`src/rtl/ready_pkg.sv`:
```
package ready_pkg;
   // ----------------------------------------
   // register byte offsets
   // ----------------------------------------
   localparam logic [4:0] OFS_CTRL = 5'h00;
   localparam logic [4:0] OFS_STATUS = 5'h04;
   localparam logic [4:0] OFS_IRQ_STAT = 5'h08;
   localparam logic [4:0] OFS_IRQ_MASK = 5'h0c;
   localparam logic [4:0] OFS_SHARED = 5'h10;
   // ----------------------------------------
   // field positions
   // ----------------------------------------
   localparam int CTRL_HOST_ALIVE = 0;
   localparam int CTRL_RESTART = 1;
   localparam int CTRL_HW_STAB = 2;
   localparam int ST_NODE_ALIVE = 0;
   localparam int ST_RX_FAULT = 1;
   localparam int ST_TX_FAULT = 2;
   localparam int ST_STABLE = 3;
   localparam int ST_RST_BUSY = 4;
   localparam int IRQ_RESTART_DONE = 0;
   localparam int IRQ_STABLE = 1;
   localparam int SH_FAULT = 0;
   localparam int SH_IN_FLAG = 1;
   localparam int SH_OUT_FLAG = 2;
   localparam int SH_IN_CLAIM = 0;
   localparam int SH_OUT_CLAIM = 1;
   // ----------------------------------------
   // reset values
   // ----------------------------------------
   localparam logic RST_FAULT = 1'b1;
   localparam logic RST_WAIT = 1'b1;
   localparam logic RST_HW_STAB = 1'b1;
   // ----------------------------------------
   // timing
   // ----------------------------------------
   localparam int CLK_MHZ = 250;
   localparam int HALF_SEC_US = 500000;
   localparam int HALF_SEC_CYC = HALF_SEC_US * CLK_MHZ;
   localparam int CNT_W = 27;
   // ----------------------------------------
   // driver process states
   // ----------------------------------------
   typedef enum logic [1:0] {
      P_WAIT = 2'b00,
      P_BUSY = 2'b01
   } proc_e;
endpackage

```
`src/rtl/host_ready_line_control.sv`:
```
// Operation
// - a drop of the node alive line sets both receive and send fault flops
// - software clears receive and send fault flops independently of each other
// - each bounce of node alive while rising sets the fault flops again
// - host alive flop drives the relay and is set and cleared by software
// - restart clears host alive, holds it half a second, then sets it
// - node alive is a readable status bit that raises no interrupt
// - fault flops are set while host alive or node alive is off
// - fault flops are readable and software clearable, never interrupt sources
// - reset never clears the fault flops
// - half second stabilizer on host alive gates strobe and bit acceptance
// - without stabilizer software waits half a second before transfers
// - after a drop each side discards its message and sends a discardable one
// - receive waits buffer and node alive; fault discards, else queues
// - send waits message and node alive; fault retransmits, else dequeues
// - shared fault claim copies flop to other flag, clears flop and own
`timescale 1ns/1ps
module host_ready_line_control #(
   parameter int unsigned HALF_SEC_CYCLES = ready_pkg::HALF_SEC_CYC
) (
   input wire logic clk, // 250 MHz clock
   input wire logic rst, // synchronous reset, high
   input wire logic [4:0] address, // avalon byte address
   input wire logic read, // avalon read
   input wire logic write, // avalon write
   input wire logic [31:0] writedata, // avalon write data
   output logic [31:0] readdata, // avalon read data
   output logic waitrequest, // avalon wait
   output logic irq, // level interrupt
   input wire logic node_alive_line, // async node alive pin
   output logic host_alive_relay, // drives host alive relay
   input wire logic host_bit_strobe, // host to node strobe, raw
   input wire logic host_accepts_next_bit, // host acceptance, raw
   output logic bit_strobe_gated, // strobe after stabilizer
   output logic accept_gated, // acceptance after stabilizer
   output logic driver_restart, // pulse: restart driver processes
   input wire logic rx_buf_free, // receive buffer available
   input wire logic rx_done, // pulse: receive complete
   output logic rx_start, // pulse: begin receive
   output logic rx_discard, // pulse: discard received message
   output logic rx_queue, // pulse: queue received message
   input wire logic tx_msg_queued, // message waiting to send
   input wire logic tx_done, // pulse: send complete
   output logic tx_start, // pulse: begin send
   output logic tx_retry, // pulse: keep message for resend
   output logic tx_flush, // pulse: send discardable message first
   output logic tx_dequeue // pulse: remove sent message
);
   import ready_pkg::*;

   // ----------------------------------------
   // state
   // ----------------------------------------
   typedef logic [CNT_W-1:0] cnt_t;

   typedef struct packed {
      logic sync1;
      logic sync2;
      logic host_alive;
      logic hw_stab;
      logic rx_fault;
      logic tx_fault;
      logic sh_fault;
      logic in_flag;
      logic out_flag;
      cnt_t stab_cnt;
      logic stable;
      logic rst_busy;
      cnt_t rst_cnt;
      logic [1:0] irq_stat;
      logic [1:0] irq_mask;
      logic wait_r;
      logic [31:0] rdata;
      logic irq;
      logic strobe_o;
      logic accept_o;
      logic restart_o;
      proc_e rx_st;
      proc_e tx_st;
      logic rx_start;
      logic rx_discard;
      logic rx_queue;
      logic tx_start;
      logic tx_retry;
      logic tx_flush;
      logic tx_dequeue;
   } state_s;

   localparam cnt_t LIM = cnt_t'(HALF_SEC_CYCLES);

   state_s s_ff;
   state_s nxt_s;

   logic acc;
   logic acc_wr;
   logic link_ok;
   logic fault_set;

   assign acc = !s_ff.wait_r && (read || write);
   assign acc_wr = acc && write;
   // transfers wait for a live node, no restart and a settled host flop
   assign link_ok = s_ff.sync2 && s_ff.host_alive && !s_ff.rst_busy
      && (s_ff.stable || !s_ff.hw_stab);
   assign fault_set = !s_ff.host_alive || !s_ff.sync2;

   // ----------------------------------------
   // next state
   // ----------------------------------------
   always_comb begin
      logic rx_clr;
      logic tx_clr;
      rx_clr = 1'b0;
      tx_clr = 1'b0;
      nxt_s = s_ff;

      nxt_s.sync1 = node_alive_line;
      nxt_s.sync2 = s_ff.sync1;

      // bus handshake: answer one cycle after the request appears
      nxt_s.wait_r = 1'b1;
      if (s_ff.wait_r && (read || write)) begin
         nxt_s.wait_r = 1'b0;
      end
      if (s_ff.wait_r && read) begin
         nxt_s.rdata = 32'h0;
         case (address)
            OFS_CTRL: begin
               nxt_s.rdata[CTRL_HOST_ALIVE] = s_ff.host_alive;
               nxt_s.rdata[CTRL_HW_STAB] = s_ff.hw_stab;
            end
            OFS_STATUS: begin
               nxt_s.rdata[ST_NODE_ALIVE] = s_ff.sync2;
               nxt_s.rdata[ST_RX_FAULT] = s_ff.rx_fault;
               nxt_s.rdata[ST_TX_FAULT] = s_ff.tx_fault;
               nxt_s.rdata[ST_STABLE] = s_ff.stable;
               nxt_s.rdata[ST_RST_BUSY] = s_ff.rst_busy;
            end
            OFS_IRQ_STAT: nxt_s.rdata[1:0] = s_ff.irq_stat;
            OFS_IRQ_MASK: nxt_s.rdata[1:0] = s_ff.irq_mask;
            OFS_SHARED: begin
               nxt_s.rdata[SH_FAULT] = s_ff.sh_fault;
               nxt_s.rdata[SH_IN_FLAG] = s_ff.in_flag;
               nxt_s.rdata[SH_OUT_FLAG] = s_ff.out_flag;
            end
            default: nxt_s.rdata = 32'h0;
         endcase
      end

      // register writes take effect at the completing edge
      if (acc_wr) begin
         case (address)
            OFS_CTRL: begin
               nxt_s.hw_stab = writedata[CTRL_HW_STAB];
               if (!s_ff.rst_busy) begin
                  nxt_s.host_alive = writedata[CTRL_HOST_ALIVE];
               end
               if (writedata[CTRL_RESTART]) begin
                  nxt_s.rst_busy = 1'b1;
                  nxt_s.rst_cnt = '0;
                  nxt_s.host_alive = 1'b0;
               end
            end
            OFS_STATUS: begin
               rx_clr = writedata[ST_RX_FAULT];
               tx_clr = writedata[ST_TX_FAULT];
            end
            OFS_IRQ_MASK: nxt_s.irq_mask = writedata[1:0];
            OFS_SHARED: begin
               if (writedata[SH_IN_CLAIM]) begin
                  nxt_s.out_flag = s_ff.out_flag || s_ff.sh_fault;
                  nxt_s.in_flag = 1'b0;
                  nxt_s.sh_fault = 1'b0;
               end else if (writedata[SH_OUT_CLAIM]) begin
                  nxt_s.in_flag = s_ff.in_flag || s_ff.sh_fault;
                  nxt_s.out_flag = 1'b0;
                  nxt_s.sh_fault = 1'b0;
               end
            end
            default: begin
            end
         endcase
      end
      if (acc && read && address == OFS_IRQ_STAT) begin
         // clear only what the read returned; a later event stays pending
         nxt_s.irq_stat = s_ff.irq_stat & ~s_ff.rdata[1:0];
      end

      if (s_ff.rst_busy) begin
         nxt_s.host_alive = 1'b0;
         nxt_s.rst_cnt = s_ff.rst_cnt + cnt_t'(1);
         if (s_ff.rst_cnt == LIM - cnt_t'(1)) begin
            nxt_s.rst_busy = 1'b0;
            nxt_s.host_alive = 1'b1;
         end
      end
      nxt_s.restart_o = s_ff.rst_busy && !nxt_s.rst_busy;
      if (nxt_s.restart_o) begin
         nxt_s.irq_stat[IRQ_RESTART_DONE] = 1'b1;
      end

      if (!s_ff.host_alive) begin
         nxt_s.stab_cnt = '0;
      end else if (s_ff.stab_cnt != LIM) begin
         nxt_s.stab_cnt = s_ff.stab_cnt + cnt_t'(1);
      end
      nxt_s.stable = s_ff.host_alive && s_ff.stab_cnt == LIM;
      if (nxt_s.stable && !s_ff.stable) begin
         nxt_s.irq_stat[IRQ_STABLE] = 1'b1;
      end
      nxt_s.strobe_o = host_bit_strobe && (s_ff.stable || !s_ff.hw_stab);
      nxt_s.accept_o = host_accepts_next_bit && (s_ff.stable || !s_ff.hw_stab);

      // receive process
      nxt_s.rx_start = 1'b0;
      nxt_s.rx_discard = 1'b0;
      nxt_s.rx_queue = 1'b0;
      case (s_ff.rx_st)
         P_WAIT: begin
            if (rx_buf_free && link_ok) begin
               nxt_s.rx_start = 1'b1;
               nxt_s.rx_st = P_BUSY;
            end
         end
         P_BUSY: begin
            if (rx_done) begin
               nxt_s.rx_st = P_WAIT;
               if (s_ff.rx_fault) begin
                  rx_clr = 1'b1;
                  nxt_s.rx_discard = 1'b1;
               end else begin
                  nxt_s.rx_queue = 1'b1;
               end
            end
         end
         default: nxt_s.rx_st = P_WAIT;
      endcase

      // send process
      nxt_s.tx_start = 1'b0;
      nxt_s.tx_retry = 1'b0;
      nxt_s.tx_flush = 1'b0;
      nxt_s.tx_dequeue = 1'b0;
      case (s_ff.tx_st)
         P_WAIT: begin
            if (tx_msg_queued && link_ok) begin
               nxt_s.tx_start = 1'b1;
               nxt_s.tx_st = P_BUSY;
            end
         end
         P_BUSY: begin
            if (tx_done) begin
               nxt_s.tx_st = P_WAIT;
               if (s_ff.tx_fault) begin
                  tx_clr = 1'b1;
                  nxt_s.tx_retry = 1'b1;
                  nxt_s.tx_flush = 1'b1;
               end else begin
                  nxt_s.tx_dequeue = 1'b1;
               end
            end
         end
         default: nxt_s.tx_st = P_WAIT;
      endcase

      if (rx_clr) begin
         nxt_s.rx_fault = 1'b0;
      end
      if (tx_clr) begin
         nxt_s.tx_fault = 1'b0;
      end
      if (fault_set) begin
         nxt_s.rx_fault = 1'b1;
         nxt_s.tx_fault = 1'b1;
         nxt_s.sh_fault = 1'b1;
      end

      nxt_s.irq = |(nxt_s.irq_stat & nxt_s.irq_mask);
   end

   // ----------------------------------------
   // registers
   // ----------------------------------------
   always_ff @(posedge clk) begin
      if (rst) begin
         s_ff <= '0;
         s_ff.wait_r <= RST_WAIT;
         s_ff.hw_stab <= RST_HW_STAB;
         s_ff.rx_fault <= RST_FAULT;
         s_ff.tx_fault <= RST_FAULT;
         s_ff.sh_fault <= RST_FAULT;
      end else begin
         s_ff <= nxt_s;
      end
   end

   // ----------------------------------------
   // outputs
   // ----------------------------------------
   assign readdata = s_ff.rdata;
   assign waitrequest = s_ff.wait_r;
   assign irq = s_ff.irq;
   assign host_alive_relay = s_ff.host_alive;
   assign bit_strobe_gated = s_ff.strobe_o;
   assign accept_gated = s_ff.accept_o;
   assign driver_restart = s_ff.restart_o;
   assign rx_start = s_ff.rx_start;
   assign rx_discard = s_ff.rx_discard;
   assign rx_queue = s_ff.rx_queue;
   assign tx_start = s_ff.tx_start;
   assign tx_retry = s_ff.tx_retry;
   assign tx_flush = s_ff.tx_flush;
   assign tx_dequeue = s_ff.tx_dequeue;
endmodule

```
`config.mk`:
```
export PLATFORM = sky130hd
export DESIGN_NAME = host_ready_line_control
export DESIGN_NICKNAME = d
export VERILOG_FILES = /design/src/rtl/ready_pkg.sv /design/src/rtl/host_ready_line_control.sv
export SDC_FILE = /design/constraint.sdc
export NUM_CORES = 1
export LEC_CHECK = 0
export BUFFER_PORTS_ARGS = -buffer_cell sky130_fd_sc_hd__buf_2
export CORE_MARGIN = 1.5
export CORE_UTILIZATION = 40
export DETAILED_ROUTE_END_ITERATION = 10
export PLACE_DENSITY = 0.61
export SLEW_MARGIN = 20
export SYNTH_ARGS = -nofsm -noshare
export SYNTH_HDL_FRONTEND = slang
export SYNTH_SLANG_ARGS = --single-unit
```
`constraint.sdc`:
```
create_clock -name clk -period 3.13 [get_ports clk]
set_input_delay 0.313 -clock clk [delete_from_list [all_inputs] [get_ports clk]]
set_output_delay 0.313 -clock clk [all_outputs]
set_load 0.005 [all_outputs]
```
==> out/qor.yml <==
top_register: "s_ff"
timing.final.crit_share_pct: 71.52
slew_violations: 0
maxCapViolations: 0
synthToLayoutAreaGrowth_pct: 8.215
clock_latency_ns: 0.37
rsz0062_at_grt: "false"
finalWorstSetupSlack_ns: 0.8915
power.leakage_uw: 0.001665
yosysTopAreaCell: "dfxtp_1"
cts.path.max_buffers: 2
cts.htree.levels: 3
hold_buffers: 0
coreArea_sq_mm: 0.01079
dr.pass1.iters: 4
async_reset_ff_share_pct: 0
wirelength_mm: 9.613
ys_ff_latch: 87
wire_per_inst_um: 14.24
numCtsBuffers: 9
synth-edff-count: 0
tns_ns: 0
min_period_ns: 2.238
crit_arrival_ns: 2.53
ctsResizeCount: 0
drc: 0
worstPathRequired_ns: 3.42
critPathKind: "reg -> reg"
synthCells: 511
die_area_sq_mm: 0.01164
cpMaxStageDelayCell: "or4_1"
num_antenna_cells: 0
synth_area_per_cell_sq_um: 8.614
drive_gt1_share_pct: 11.78
place.port_buffers: 36
die_y_um: 107.9
maxSlewHeadroom_pct: 29.63
cts_tree: "built"
antenna_found_initial: 0
yosys_most_used_dff: "dfxtp_1"
grt.total_usage_pct: 17.25
power.density_mw_per_mm2: 437.0
gp_congestion: 0.8074
crit_chain: "and4_1, nand4_1, or4_1, a21oi_1"
synth_area_leaders: "dfxtp_1, buf_4, a21oi_1"
peakVddDrop_mv: 0.4329
viasPerCell: 5.646
start_util_pct: 40.78
cts.sinks: 87
ys_types: 54
grt_max_degree: 45
grt_pass1_vias: 3317
drt_iter0_markers: 189
root_buffer: "clkbuf_8"
holdCritPathClass: "in -> reg"
yosys_warnings: 0
hold_viol: 0
critPathLaunchType: "flip-flop"
path_clk_slew_ns: 0.09
synth-seq-area-share_pct: 39.57
setup_viol: 0
grt_pass1_wl_mm: 16.01
die_w_um: 107.9
crit_fanout: 12
yosysTopAreaCellShare_pct: 39.57
syn-cell-area_sq_mm: 0.004402
overflow: 0
cpPeakStageDelay_ns: 0.59
vias: 3811
ios: 93
fmax_mhz: 446.7
yosys-top-cells-count: "dfxtp_1, a21oi_1, buf_4"
skew_ns: 0.01617
cp-end-kind: "flip-flop"
status: "finished, final reports clean"
cts_setup_buffers: 0
synth_most_common_cell: "dfxtp_1"
tightest_slew_ns: 1.052
nNetsFinal: 581
route.antenna.remaining_nets: 0
rows: 38
largest_reg_flops: 69
place_hpwl_mm: 6.759
preCtsSetupSlack_ns: 0.8676
==> layout by cell type (no fill, tap or decap), drive strengths merged, types with 12 or more instances in the layout <==
master and n:
and3 12, buf 40, nor2 24, nand2 32, o21ai 17, and4 15
nand4 28, conb 27, o31ai 16, inv 14, nand3 31, dfxtp 87
a21oi 37, or4 17
==> critical path, delay by kind of cell (launching register included) <==
| family | cells | cell delay [ns] |
|---|---|---|
| AND/OR/NAND/NOR | 3 | 1.54 |
| flip-flops | 1 | 0.47 |
| AO/OA/AOI/OAI | 1 | 0.15 |
==> stage by stage <==
stage          area (sq um)  cells  hold WS [ns]  utilization [%]  total power [uW]
6_report               4763    675        0.1450            44.13              2082
5_1_grt                4763    675        0.1307            44.13              2172
4_1_cts                4763    675        0.1213            44.13              2118
3_5_place_dp           4534    659        0.4241            42.01              1213
3_3_place_gp           4534    659        0.4179            42.01              1213
2_1_floorplan          4499    537        0.4065                -              1210
==> per-layer routing <==
layer	track usage [%]	wire length [um]	share of wire, %
met5	0	0	0
met4	5.921	61	0.63
met3	5.085	534	5.6
met2	27.34	4500	47
met1	22.41	4516	47
==> power by group <==
| group | total (uW) | switching [uW] | internal (uW) |
|---|---|---|---|
| sequential | 1120 | 5.29 | 1110 |
| combinational | 71.2 | 48.4 | 22.8 |
| clock | 894 | 419 | 475 |
==> final timing paths <==
| path | slack, ns | startpoint | end | depth (start not counted) |
|---|---|---|---|---|
| max | 0.89 | s_ff[54]$_SDFFE_PP0P_ | s_ff[71]$_SDFFE_PP0P_ | 4 |
| max reg2reg | 0.89 | s_ff[54]$_SDFFE_PP0P_ | s_ff[71]$_SDFFE_PP0P_ | 4 |
| min | 0.14 | node_alive_line | nxt_s[115]$_SDFF_PP0_ | 2 |
| min reg2reg | 0.45 | nxt_s[115]$_SDFF_PP0_ | s_ff[115]$_SDFF_PP0_ | 1 |
==> cell type report <==
class / instances / area [sq um]
Fill cell: 1059 / 6030
Multi-Input combinational cell: 379 / 2359
Sequential cell: 87 / 1742
Timing Repair Buffer: 40 / 210.2
Tap cell: 140 / 175.2
Clock buffer: 10 / 137.6
Clock inverter: 6 / 91.34
Inverter: 13 / 48.80
==> kinds of logic (layout without fill, tap and decap cells) <==
family	Yosys count	in the layout	synth area share [%]
compound gates	104	104	15.58
mux	10	10	2.331
simple gates	223	223	30.13
other cells	1	27	0.08519
fa+ha+maj	3	3	0.8528
buf+inv	71	69	9.068
flops	87	87	39.57
xor+xnor	12	12	2.388
Note: power is estimated with default switching activity, not from simulation.
